$ cat src/core/sysref_pkg.sv
package sysref_pkg;

    // -------------------------------------------------------------------------
    // Field widths.
    // -------------------------------------------------------------------------
    localparam int DIV_FIELD_W = 7;  // Release divider field width.
    localparam int SUB_FIELD_W = 3;  // Width of each three-bit divider sub-field.
    localparam int RATIO_W = 8;      // Release ratio width; largest ratio is 16 x 9 = 144.
    localparam int COUNT_W = 8;      // Pulse-count field width.
    localparam int DELAY_W = 8;      // Global phase delay field width.

    // -------------------------------------------------------------------------
    // Field positions inside the release divider field.
    // -------------------------------------------------------------------------
    localparam int DIV_LOWER_LSB = 0;  // Lower ratio field starts at bit 0.
    localparam int DIV_UPPER_LSB = 3;  // Upper ratio field starts at bit 3.
    localparam int DIV_MODE_BIT = 6;   // Mode bit selecting lower-only or product.

    // -------------------------------------------------------------------------
    // Reset values.
    // -------------------------------------------------------------------------
    localparam logic [DIV_FIELD_W-1:0] DIV_RESET = 7'h01;    // Release divider reset value.
    localparam logic [COUNT_W-1:0] COUNT_RESET = 8'h02;      // Pulse count reset value.
    localparam logic [DELAY_W-1:0] DELAY_RESET = 8'h00;      // Global delay reset value.
    localparam logic SOURCE_RESET = 1'b0;                    // Software trigger after reset.
    localparam logic MODE_RESET = 1'b0;                      // Counted mode after reset.
    localparam logic BIAS_TYPE_RESET = 1'b1;                 // Cross-point bias after reset.

    // -------------------------------------------------------------------------
    // Encodings and ratio tables.
    // -------------------------------------------------------------------------
    localparam logic SRC_SOFTWARE = 1'b0;   // Request bit triggers the burst.
    localparam logic SRC_EXTERNAL = 1'b1;   // External trigger pin triggers the burst.
    localparam logic MODE_COUNTED = 1'b0;   // Counted burst.
    localparam logic MODE_CONTINUOUS = 1'b1;  // Continuous stream.
    localparam logic [RATIO_W-1:0] LOWER_RATIO_OFFSET = 8'h02;  // Lower field ratio is field plus this.
    localparam logic [RATIO_W-1:0] UPPER_RATIO_TABLE [8] = '{
        8'h02, 8'h04, 8'h06, 8'h08, 8'h04, 8'h08, 8'h0C, 8'h10
    };  // Upper field ratios for codes 000 to 111.

    // -------------------------------------------------------------------------
    // Timing.
    // -------------------------------------------------------------------------
    localparam int DELAY_STEP_PS = 407;  // Analog delay added per global delay step.

    // Burst sequencer states, Gray coded along idle, armed, wait, run.
    typedef enum logic [1:0] {
        ST_IDLE = 2'b00,
        ST_ARMED = 2'b01,
        ST_WAIT = 2'b11,
        ST_RUN = 2'b10
    } burst_state_e;

endpackage

$ cat src/core/sysref_release_timer.sv
`timescale 1ns/10ps

// -----------------------------------------------------------------------------
// Release timer: decodes the release divider and counts the release period.
// -----------------------------------------------------------------------------
module sysref_release_timer
    import sysref_pkg::*;
(
    input wire logic clk,
    input wire logic rst_b,
    input wire logic [DIV_FIELD_W-1:0] div_field,
    output logic [RATIO_W-1:0] ratio,
    output logic [RATIO_W-1:0] phase,
    output logic tick
);

    logic [RATIO_W-1:0] lower_ratio;  // Ratio of the lower field.
    logic [RATIO_W-1:0] upper_ratio;  // Ratio of the upper field.
    logic [2*RATIO_W-1:0] product;    // Full-width product of both ratios.
    logic [RATIO_W-1:0] phase_ff;     // Position inside the release period.
    logic [RATIO_W-1:0] nxt_phase;    // Next period position.

    // Decode both sub-fields and pick the release ratio by the mode bit.
    always_comb begin
        lower_ratio = LOWER_RATIO_OFFSET + RATIO_W'(div_field[DIV_LOWER_LSB +: SUB_FIELD_W]);
        upper_ratio = UPPER_RATIO_TABLE[div_field[DIV_UPPER_LSB +: SUB_FIELD_W]];
        product = upper_ratio * lower_ratio;
        if (div_field[DIV_MODE_BIT]) begin
            // The product never passes 144, so the low byte holds it whole.
            ratio = product[RATIO_W-1:0];
        end else begin
            ratio = lower_ratio;
        end
    end

    // The period counter runs freely so that every release lands on coincident edges.
    always_comb begin
        tick = (phase_ff >= ratio - 8'h01);
        if (tick) begin
            nxt_phase = 8'h00;
        end else begin
            nxt_phase = phase_ff + 8'h01;
        end
    end

    // Register the period position.
    always_ff @(posedge clk or negedge rst_b) begin
        if (!rst_b) begin
            phase_ff <= 8'h00;
        end else begin
            phase_ff <= nxt_phase;
        end
    end

    assign phase = phase_ff;

endmodule // sysref_release_timer

$ cat src/core/sysref_pulse_generator.sv
// Contract
// - Release pulses only on coincident release edges.
// - Upper field ratios: 2,4,6,8,4,8,12,16.
// - Mode bit: lower only, or upper times lower.
// - Counted burst emits pulse-count field pulses.
// - Global delay is steps of 407 ps.
// - Source bit picks software or external trigger.
// - Mode bit picks counted or continuous.
// - Request powers up and releases pulses.
// - Request aligns outputs and applies delay.
// - Request self-clears in counted mode.
// - Each software request starts one burst.
// - External mode: arm, then next rising edge.
// - Bias type sets output state during event.
`timescale 1ns/10ps

module sysref_pulse_generator
    import sysref_pkg::*;
(
    input wire logic clk,
    input wire logic rst_b,
    input wire logic [DIV_FIELD_W-1:0] sysref_release_divider,
    input wire logic [COUNT_W-1:0] pulse_count_field,
    input wire logic [DELAY_W-1:0] sysref_global_phase_delay,
    input wire logic source_select_bit,
    input wire logic pulse_mode_bit,
    input wire logic bias_type,
    input wire logic request_bit_write,
    input wire logic external_trigger_pin,
    output logic reference_output,
    output logic reference_output_bias_enable,
    output logic bias_crosspoint,
    output logic sysref_powered,
    output logic align_strobe,
    output logic [DELAY_W-1:0] applied_delay,
    output logic request_bit
);

    // -------------------------------------------------------------------------
    // Release timer.
    // -------------------------------------------------------------------------
    logic [RATIO_W-1:0] ratio;  // Current release ratio.
    logic [RATIO_W-1:0] phase;  // Position inside the release period.
    logic tick;                 // Last cycle of the release period.

    sysref_release_timer u_timer (
        .clk(clk),
        .rst_b(rst_b),
        .div_field(sysref_release_divider),
        .ratio(ratio),
        .phase(phase),
        .tick(tick)
    );

    // -------------------------------------------------------------------------
    // External trigger synchroniser and edge detect.
    // -------------------------------------------------------------------------
    logic ext_meta_ff;  // First synchroniser stage, read only by the second.
    logic ext_sync_ff;  // Second synchroniser stage.
    logic ext_prev_ff;  // Previous synchronised level for edge detection.
    logic ext_rise;     // Rising edge of the synchronised trigger.

    // Two flops bring the pin into the output clock domain before any edge logic.
    always_ff @(posedge clk or negedge rst_b) begin
        if (!rst_b) begin
            ext_meta_ff <= 1'b0;
            ext_sync_ff <= 1'b0;
            ext_prev_ff <= 1'b0;
        end else begin
            ext_meta_ff <= external_trigger_pin;
            ext_sync_ff <= ext_meta_ff;
            ext_prev_ff <= ext_sync_ff;
        end
    end

    assign ext_rise = ext_sync_ff & ~ext_prev_ff;

    // -------------------------------------------------------------------------
    // Burst sequencer.
    // -------------------------------------------------------------------------
    burst_state_e state_ff;              // Sequencer state.
    burst_state_e nxt_state;             // Next sequencer state.
    logic [COUNT_W-1:0] remaining_ff;    // Pulses still to release.
    logic [COUNT_W-1:0] nxt_remaining;   // Next remaining count.
    logic run_cont_ff;                   // Current run is continuous.
    logic nxt_run_cont;                  // Next continuous flag.
    logic pending_ff;                    // Readback of the request bit.
    logic nxt_pending;                   // Next request readback.

    // Compute the next sequencer state, pulse budget and request readback.
    always_comb begin
        nxt_state = state_ff;
        nxt_remaining = remaining_ff;
        nxt_run_cont = run_cont_ff;
        nxt_pending = pending_ff;
        if (request_bit_write) begin
            // Every request re-arms and drops any burst under way; the new burst starts once the source fires.
            nxt_state = ST_ARMED;
            nxt_pending = 1'b1;
        end else begin
            case (state_ff)
                ST_IDLE: begin
                    nxt_state = ST_IDLE;
                end
                ST_ARMED: begin
                    // Software source fires at once; external waits for the edge.
                    if (source_select_bit == SRC_SOFTWARE) begin
                        nxt_state = ST_WAIT;
                    end else if (ext_rise) begin
                        nxt_state = ST_WAIT;
                    end
                end
                ST_WAIT: begin
                    // The run starts only at a release boundary.
                    if (tick) begin
                        nxt_run_cont = (pulse_mode_bit == MODE_CONTINUOUS);
                        nxt_remaining = pulse_count_field;
                        if (pulse_mode_bit == MODE_COUNTED && pulse_count_field == 8'h00) begin
                            nxt_state = ST_IDLE;
                            nxt_pending = 1'b0;
                        end else begin
                            nxt_state = ST_RUN;
                        end
                    end
                end
                ST_RUN: begin
                    if (tick) begin
                        if (run_cont_ff) begin
                            // A continuous stream ends when the mode bit is cleared.
                            if (pulse_mode_bit == MODE_COUNTED) begin
                                nxt_state = ST_IDLE;
                                nxt_pending = 1'b0;
                            end
                        end else if (remaining_ff <= 8'h01) begin
                            nxt_state = ST_IDLE;
                            nxt_remaining = 8'h00;
                            nxt_pending = 1'b0;
                        end else begin
                            nxt_remaining = remaining_ff - 8'h01;
                        end
                    end
                end
                default: begin
                    nxt_state = ST_IDLE;
                end
            endcase
        end
    end

    // Register the sequencer.
    always_ff @(posedge clk or negedge rst_b) begin
        if (!rst_b) begin
            state_ff <= ST_IDLE;
            remaining_ff <= 8'h00;
            run_cont_ff <= 1'b0;
            pending_ff <= 1'b0;
        end else begin
            state_ff <= nxt_state;
            remaining_ff <= nxt_remaining;
            run_cont_ff <= nxt_run_cont;
            pending_ff <= nxt_pending;
        end
    end

    // -------------------------------------------------------------------------
    // Output stage.
    // -------------------------------------------------------------------------
    logic ref_ff;                  // Reference output level.
    logic nxt_ref;                 // Next reference level.
    logic bias_en_ff;              // Bias hold active while an event is under way.
    logic nxt_bias_en;             // Next bias hold.
    logic cross_ff;                // Hold state is cross-point rather than low/high.
    logic nxt_cross;               // Next hold state.
    logic power_ff;                // Reference circuitry powered.
    logic nxt_power;               // Next power state.
    logic align_ff;                // One-cycle phase alignment strobe.
    logic nxt_align;               // Next alignment strobe.
    logic [DELAY_W-1:0] delay_ff;  // Delay loaded into the reference paths.
    logic [DELAY_W-1:0] nxt_delay; // Next applied delay.

    // Each pulse is high for the first half of its release period.
    always_comb begin
        nxt_ref = (state_ff == ST_RUN) && (phase < (ratio >> 1));
        nxt_power = (nxt_state != ST_IDLE);
        nxt_bias_en = (state_ff != ST_IDLE);
        nxt_cross = bias_type;
        nxt_align = request_bit_write;
        // Each step adds DELAY_STEP_PS in the analog delay line fed by this value.
        nxt_delay = request_bit_write ? sysref_global_phase_delay : delay_ff;
    end

    // Register the outputs.
    always_ff @(posedge clk or negedge rst_b) begin
        if (!rst_b) begin
            ref_ff <= 1'b0;
            bias_en_ff <= 1'b0;
            cross_ff <= BIAS_TYPE_RESET;
            power_ff <= 1'b0;
            align_ff <= 1'b0;
            delay_ff <= DELAY_RESET;
        end else begin
            ref_ff <= nxt_ref;
            bias_en_ff <= nxt_bias_en;
            cross_ff <= nxt_cross;
            power_ff <= nxt_power;
            align_ff <= nxt_align;
            delay_ff <= nxt_delay;
        end
    end

    assign reference_output = ref_ff;
    assign reference_output_bias_enable = bias_en_ff;
    assign bias_crosspoint = cross_ff;
    assign sysref_powered = power_ff;
    assign align_strobe = align_ff;
    assign applied_delay = delay_ff;
    assign request_bit = pending_ff;

    // -------------------------------------------------------------------------
    // Assertions.
    // -------------------------------------------------------------------------
    property p_pulse_on_boundary;
        @(posedge clk) disable iff (!rst_b)
        $rose(ref_ff) |-> ($past(phase) == 8'h00) && ($past(state_ff) == ST_RUN);
    endproperty
    a_pulse_on_boundary: assert property (p_pulse_on_boundary) else $error("pulse off boundary");

    property p_upper_ratio;
        @(posedge clk) disable iff (!rst_b)
        (sysref_release_divider[6:3] == 4'hE) |-> (ratio == 8'(8'h0C * (8'h02 + 8'(sysref_release_divider[2:0]))));
    endproperty
    a_upper_ratio: assert property (p_upper_ratio) else $error("upper ratio 110 wrong");

    property p_lower_only;
        @(posedge clk) disable iff (!rst_b)
        !sysref_release_divider[DIV_MODE_BIT] |-> (ratio == 8'h02 + 8'(sysref_release_divider[2:0]));
    endproperty
    a_lower_only: assert property (p_lower_only) else $error("lower-only ratio wrong");

    property p_counted_end;
        @(posedge clk) disable iff (!rst_b)
        (state_ff == ST_RUN) && tick && !run_cont_ff && (remaining_ff == 8'h01) && !request_bit_write
        |=> (state_ff == ST_IDLE) && !pending_ff;
    endproperty
    a_counted_end: assert property (p_counted_end) else $error("counted burst did not end");

    property p_request_applies;
        @(posedge clk) disable iff (!rst_b)
        request_bit_write |=> align_ff && (delay_ff == $past(sysref_global_phase_delay)) && power_ff;
    endproperty
    a_request_applies: assert property (p_request_applies) else $error("request not applied");

    property p_external_waits;
        @(posedge clk) disable iff (!rst_b)
        (state_ff == ST_ARMED) && (source_select_bit == SRC_EXTERNAL) && !ext_rise && !request_bit_write
        |=> (state_ff == ST_ARMED);
    endproperty
    a_external_waits: assert property (p_external_waits) else $error("left armed without edge");

    property p_software_fires;
        @(posedge clk) disable iff (!rst_b)
        request_bit_write && (source_select_bit == SRC_SOFTWARE) ##1 !request_bit_write
        |=> (state_ff == ST_WAIT);
    endproperty
    a_software_fires: assert property (p_software_fires) else $error("software request stalled");

    property p_continuous_holds;
        @(posedge clk) disable iff (!rst_b)
        (state_ff == ST_RUN) && run_cont_ff && (pulse_mode_bit == MODE_CONTINUOUS) && !request_bit_write
        |=> (state_ff == ST_RUN) && pending_ff;
    endproperty
    a_continuous_holds: assert property (p_continuous_holds) else $error("continuous run stopped");

    property p_bias_follows;
        @(posedge clk) disable iff (!rst_b)
        (state_ff != ST_IDLE) |=> bias_en_ff && (cross_ff == $past(bias_type));
    endproperty
    a_bias_follows: assert property (p_bias_follows) else $error("bias hold wrong");

endmodule // sysref_pulse_generator

$ cat config.mk
export PLATFORM = sky130hd
export DESIGN_NAME = sysref_pulse_generator
export DESIGN_NICKNAME = d
export VERILOG_FILES = /design/src/core/sysref_pkg.sv /design/src/core/sysref_release_timer.sv /design/src/core/sysref_pulse_generator.sv
export SDC_FILE = /design/constraint.sdc
export NUM_CORES = 1
export LEC_CHECK = 0
export BUFFER_PORTS_ARGS = -buffer_cell sky130_fd_sc_hd__buf_2
export CORE_ASPECT_RATIO = 0.7
export CORE_MARGIN = 3
export CORE_UTILIZATION = 50
export CTS_BUF_LIST = sky130_fd_sc_hd__clkbuf_8
export CTS_CLUSTER_DIAMETER = 150
export DETAILED_ROUTE_END_ITERATION = 10
export HOLD_SLACK_MARGIN = 0.05
export PLACE_DENSITY = 0.73
export SLEW_MARGIN = 5
export SYNTH_ARGS = -nofsm -noshare
export SYNTH_HDL_FRONTEND = slang
export SYNTH_SLANG_ARGS = --single-unit
$ cat constraint.sdc
create_clock -name clk -period 1.75 [get_ports clk]
set_input_delay 0.35 -clock clk [delete_from_list [all_inputs] [get_ports clk]]
set_output_delay 0.35 -clock clk [all_outputs]
set_load 0.01 [all_outputs]
---- After elaboration in Yosys (flattened, before gate mapping) ----
Memories as Yosys holds them, arrays and structs flattened.
Cells that the tools add are included.
word-level totals
  bits in read-only memories .............. 64
  output and inout bits ................... 14
  register bits after elaboration ......... 36
  logic and storage cells ................. 78
  input bits .............................. 30
  memories ................................ 1
cells by class
  order comparisons ....................... 4
  bitwise operators ....................... 5
  reductions and logical operators ........ 11
  multipliers ............................. 1
  equal/unequal tests ..................... 11
  add/sub/neg operators ................... 4
  mux-type cells .......................... 27
memory list
  name             depth  bits a word  read ports  clocked after Yosys merged registers in  wr ports  line                        RTL
  (no name shown)  8      8            1           0                                        0         sysref_release_timer.sv:26  upper_ratio = UPPER_RATIO_TABLE[div_field[DIV_UPPER_LSB +: SUB_FIELD_W]];
operators by type and width
  cell                 count
  $mux 8               8
  $mux 2               9
  $pmux 8 s2           1
  $sub 8x1->8 const B  2
  $ne 3x3->1 const B   3
  $add 8x1->8 const B  1
  $ge 8x8->1           1
  $le 8x1->1 const B   1
  $logic_not 8->1      1
  $lt 8x7->1           1
  $mul 8x8->8          1
  $ne 4x4->1 const B   2
  $pmux 2 s4           1
  $mux 1               7
  $ne 2x2->1 const B   3
  $reduce_and 6->1     1
  $reduce_bool 2->1    3
  $reduce_and 5->1     1
  $add 2x3->4 const A  1
  $eq 2x2->1 const B   2
  $ge 4x4->1 const B   1
  $not 3->4            1
  $not 1->1            3
  $reduce_and 3->1     1
  other kinds (6)      7

---- Logic depth before layout (Yosys ltp) ----
  depth after elaboration ................. 12
  gate-level depth with buffers ........... 20
  depth with buffers taken out ............ 19

---- By module ----
A second synthesis with hierarchy kept.
second synthesis, totals
  cells, all modules ...................... 260
  area total of the unflattened synthesis .. 2572.5 um^2
by module, submodules not included
  module                  sequential area each (um^2)  area an instance (um^2)  cells each  times used
  sysref_pulse_generator  701.9                        1413.9                   128         1
  sysref_release_timer    200.2                        1158.6                   132         1

---- Least setup slack after synthesis ----
Ideal clock, no wire load.
  path kind ............................... input to register
  start point ............................. input sysref_release_divider[3]
  end point ............................... register remaining_ff[4]
  stages on the path ...................... 19
  setup time .............................. 0.133 ns
  path buffers ............................ 1
  data required time ...................... 1.617 ns
  path slack .............................. -2.909 ns
  data arrival time ....................... 4.526 ns
  cell sequence ........................... ha_1 > mux2i_1 > or2_2 > fa_1 > inv_1 > fa_1 > ha_1 > a21o_1 > a21oi_1 > mux2_2 > o2111ai_1 > xnor2_1 > ha_1 > and3_1 > a221oi_1 > o21ai_0 > buf_4 > nand2_1 > o21ai_0
on the way
  cells in the longest elaborated chain, start to end .. 10
  elaborated cells on any way between the ends .. 11
  classes of those cells .................. add/sub (1); mul (1); order compare (1); eq/ne (2); mux (3); bitwise (1); reduce/logical (1); memory (1)
RTL lines
  item                                          line                           RTL
  start: declaration                            sysref_pulse_generator.sv:22   input wire logic [DIV_FIELD_W-1:0] sysref_release_divider,
  $not 3->4 (implied by the code) *             sysref_release_timer.sv:26
  $mem_v2 8x8 *                                 --
  $mux 8 (implied by the code) * (2 in series)  sysref_release_timer.sv:26
  $mul 8x8->8 *                                 sysref_release_timer.sv:27     product = upper_ratio * lower_ratio;
  $mux 8 *                                      sysref_release_timer.sv:28     if (div_field[DIV_MODE_BIT]) begin
  $sub 8x1->8 *                                 sysref_release_timer.sv:38     tick = (phase_ff >= ratio - 8'h01);
  $ge 8x8->1 *                                  sysref_release_timer.sv:38
  $ne 2x2->1 (no source line)                   --
  $reduce_and 5->1 (no source line) *           --
  end signal: assignment                        sysref_pulse_generator.sv:159  remaining_ff <= nxt_remaining;
  end: declaration                              sysref_pulse_generator.sv:83   logic [COUNT_W-1:0] remaining_ff;
Every way passes the cells marked *; elsewhere a longest branch is shown, timed or not. The select of a mux whose other input is x is not followed.
A chain may end at the register's enable or synchronous reset.

---- Worst setup path after layout ----
  start point ............................. input sysref_release_divider[3]
  end point ............................... register remaining_ff[5]
Same word-level chain as after synthesis.

==> impl_metrics.json <==
{
  "p_clk_frac": 0.144,
  "seqPwrFrac": 0.272,
  "criticalPathCategory": "in2reg",
  "slew_headroom": 0.450,
  "grt_antenna_before_repair": 0,
  "cts_tree": "yes",
  "dpl_cell_area_um2": 3430,
  "cts_max_path_buffers": 2,
  "hold_viol": 0,
  "stdcell_area_um2": 3740,
  "antennaDiodeCount": 0,
  "synth.distinct_cells": 47,
  "route.detailed.drc": 0,
  "fin_worst_skew_ns": 0.00242,
  "vdd_ir_drop_max_v": 0.000798,
  "initial_core_util": 0.535,
  "wl_per_cell_um": 16.5,
  "grt_max_degree": 37,
  "overflow": 0,
  "postCtsHoldBufs": 0,
  "hpwlAfterDp_mm": 5.51,
  "yosys_warnings": 0,
  "htree_levels": 2,
  "worst_setup_path_end_kind": "flip-flop",
  "start_kind": "input port",
  "clock-root-buffer": "clkbuf_8",
  "period_share": 2.53,
  "internal-power_w": 0.00246,
  "dp_cells": 438,
  "core_um2": 4910,
  "timing.fmax_mhz": 226,
  "nets": 449,
  "slowest_stage": "fa_2",
  "die_h_um": 66.7,
  "timing.final.ws_setup_ns": -2.68,
  "stdcell_count": 455,
  "worst_ep_arrival_time_ns": 4.60,
  "clk-insertion-delay-late_ns": 0.29,
  "grt_usage": 0.246,
  "syn-cell-area_um2": 2630,
  "critical_path_required_ns": 1.92,
  "status": "complete, but fails checks",
  "grt_pass1_wl_mm": 11.8,
  "critPathMaxFanout": 3,
  "final_cell_mix": "buf_4, buf_2, dfrtp_1, ha_1, nor2_1",
  "ys.flop_type": "dfrtp_1",
  "pwr-share-comb": 0.584,
  "synth_fp_nets": 341,
  "ant_nets": 0,
  "clkTransAtPathRegs_ns": 0.08,
  "boundaryPins": 44,
  "violations": "negative setup slack",
  "maxSlewViolCount": 0,
  "totalWireLength_mm": 7.49,
  "synth-seq-cells": 36,
  "rsz0062_at_grt": "true",
  "hp-class": "in2async",
  "numPortBuffers": 43,
  "period_minus_slack_ns": 4.43,
  "drtPass1Iterations": 5,
  "drt_iter0_markers": 225,
  "place.gp.congestion": 0.920,
  "drive_gt1_frac": 0.425,
  "die_area_um2": 6180,
  "synth_seq_area_share": 0.343,
  "numCtsBuffers": 5,
  "grt_pass1_vias": 2428,
  "synth-edff-count": 0,
  "rows": 21,
  "drv_cap": 0,
  "syn_inst": 277,
  "syn2layout_area_growth_pct": 42.1,
  "worst_pin_slew_ns": 0.820,
  "avgSynthCellArea_um2": 9.49,
  "crit_chain": "buf_8 -> ha_4 -> mux2i_4 -> or2_4 -> fa_1 -> inv_2 -> fa_2 -> ha_4 -> a21o_1 -> a21oi_2 -> mux2_4 -> xnor2_2 -> ha_1 -> a21o_1 -> a221oi_4 -> o21ai_1 -> buf_4 -> a21oi_2 -> o21ai_1",
  "final_common_cell": "buf_4",
  "powerDensity_nw_per_um2": 1120,
  "fp.dieW_um": 92.7,
  "switching_share": 0.414,
  "max_stage_delay_ns": 0.59,
  "async_flop_share": 1.00,
  "p_sw_w": 0.00173,
  "power_leakage_nw": 1.81,
  "vias_per_cell": 5.54,
  "clock-sinks": 36,
  "setup_viol": 22,
  "vias": 2522
}
-- layer usage --
metal / vias to the layer above / GRT usage / part of all wire
met5: - / 0 / 0
li1: 1210 / - / -
met2: 129 / 0.375 / 0.43
met3: 8 / 0.0576 / 0.087
met1: 1175 / 0.359 / 0.48
met4: 0 / 0.0439 / 0.0052
-- state kept, by name (all words and copies together) (netlist names) --
register / cells
applied_delay: 8
remaining_ff: 8
u_timer.phase: 8
state_ff: 2
align_strobe: 1
bias_crosspoint: 1
ext_meta_ff: 1
ext_prev_ff: 1
ext_sync_ff: 1
reference_output: 1
reference_output_bias_enable: 1
request_bit: 1
run_cont_ff: 1
sysref_powered: 1
-- power groups by stage --
stage,combinational (W),clock (W),sequential [W]
finish,0.00245,0.000603,0.00114
global route,0.00262,0.000652,0.00116
CTS,0.00216,0.000611,0.00113
detailed placement,0.00209,0,0.00115
global placement,0.00203,0,0.00114
floorplan,0.00114,0,0.00123
-- worst max-delay path: cells and delay by family --
kind	cells	cell delay [ns]
XOR/XNOR	1	0.14
buffers and inverters	3	0.34
AND/OR/NAND/NOR	1	0.23
adder cells (fa/ha/maj)	5	1.89
multiplexers	2	0.42
AO/OA/AOI/OAI	7	1.23
-- cells by family (layout without fill, tap and decap cells) --
| kind of cell | after synthesis | in the layout | share of synthesized area |
|---|---|---|---|
| buf+inv | 19 | 128 | 0.0338 |
| fa+ha+maj | 34 | 34 | 0.173 |
| compound gates | 65 | 65 | 0.162 |
| xor+xnor | 16 | 16 | 0.0533 |
| flops | 36 | 36 | 0.343 |
| simple gates | 93 | 93 | 0.177 |
| mux | 14 | 14 | 0.0581 |
-- what timing repair did --
action                     CTS  global route
gates cloned                 0             1
buffers inserted             8             3
pin swaps                    9            10
gates resized for setup     13            13
setup endpoints to repair   22            22
-- cell usage after synthesis, drive strengths merged, types with 4 or more instances --
library cell  number  area (µm²)
inv               11        41.3
dfrtp             35         876
o31ai              8        65.1
and2               4        25.0
nor3               8        40.0
nand2b             6        37.5
xor2               8        70.1
o21ai             13        65.1
nand2             19        71.3
nor2b              5        31.3
fa                 4        80.1
a31oi              6        37.5
a21o               5        37.5
mux2              10         113
ha                30         375
and3               4        25.0
nor2              24        90.1
nand3             10        50.1
a21oi             21         105
xnor2              8        70.1
mux2i              4        40.0
buf                5        36.3
-- path summary, 6_finish.rpt --
kind | cells after the start | endpoint | start | slack [ns]
max in group asynchronous | 2 | bias_crosspoint$_DFF_PN1_ | rst_b | 1.33
max | 19 | remaining_ff[5]$_DFFE_PN0P_ | sysref_release_divider[3] | -2.68
min reg2reg | 0 | ext_sync_ff$_DFF_PN0_ | ext_meta_ff$_DFF_PN0_ | 0.35
min | 2 | remaining_ff[0]$_DFFE_PN0P_ | rst_b | 0.08
max reg2reg | 7 | remaining_ff[5]$_DFFE_PN0P_ | u_timer.phase[6]$_DFF_PN0_ | -0.25
min in group clk | 1 | bias_crosspoint$_DFF_PN1_ | bias_type | 0.15
-- per-stage QoR --
step | hold WS (ns) | total power, W | TNS [ns] | utilization | setup WS [ns]
after floorplan | 0.0544 | 0.00238 | -54.03 | - | -2.61
after global placement | 0.332 | 0.00317 | -60.60 | 0.699 | -2.88
after detailed placement | 0.338 | 0.00324 | -62.86 | 0.699 | -2.99
after CTS | 0.100 | 0.00390 | -54.69 | 0.739 | -2.60
after global routing | 0.111 | 0.00443 | -60.87 | 0.760 | -2.88
final | 0.0767 | 0.00419 | -56.67 | 0.760 | -2.68
-- layout make-up --
class                      count  area [µm²]
clock buffer                   5        68.8
clock inverter                 3        18.8
fill                         356        1180
inverter                      11        41.3
multi-input combinational    222        1840
sequential                    36         902
tap                           69        86.3
timing repair buffer         109         776
Power figures use the tool's default switching activity.
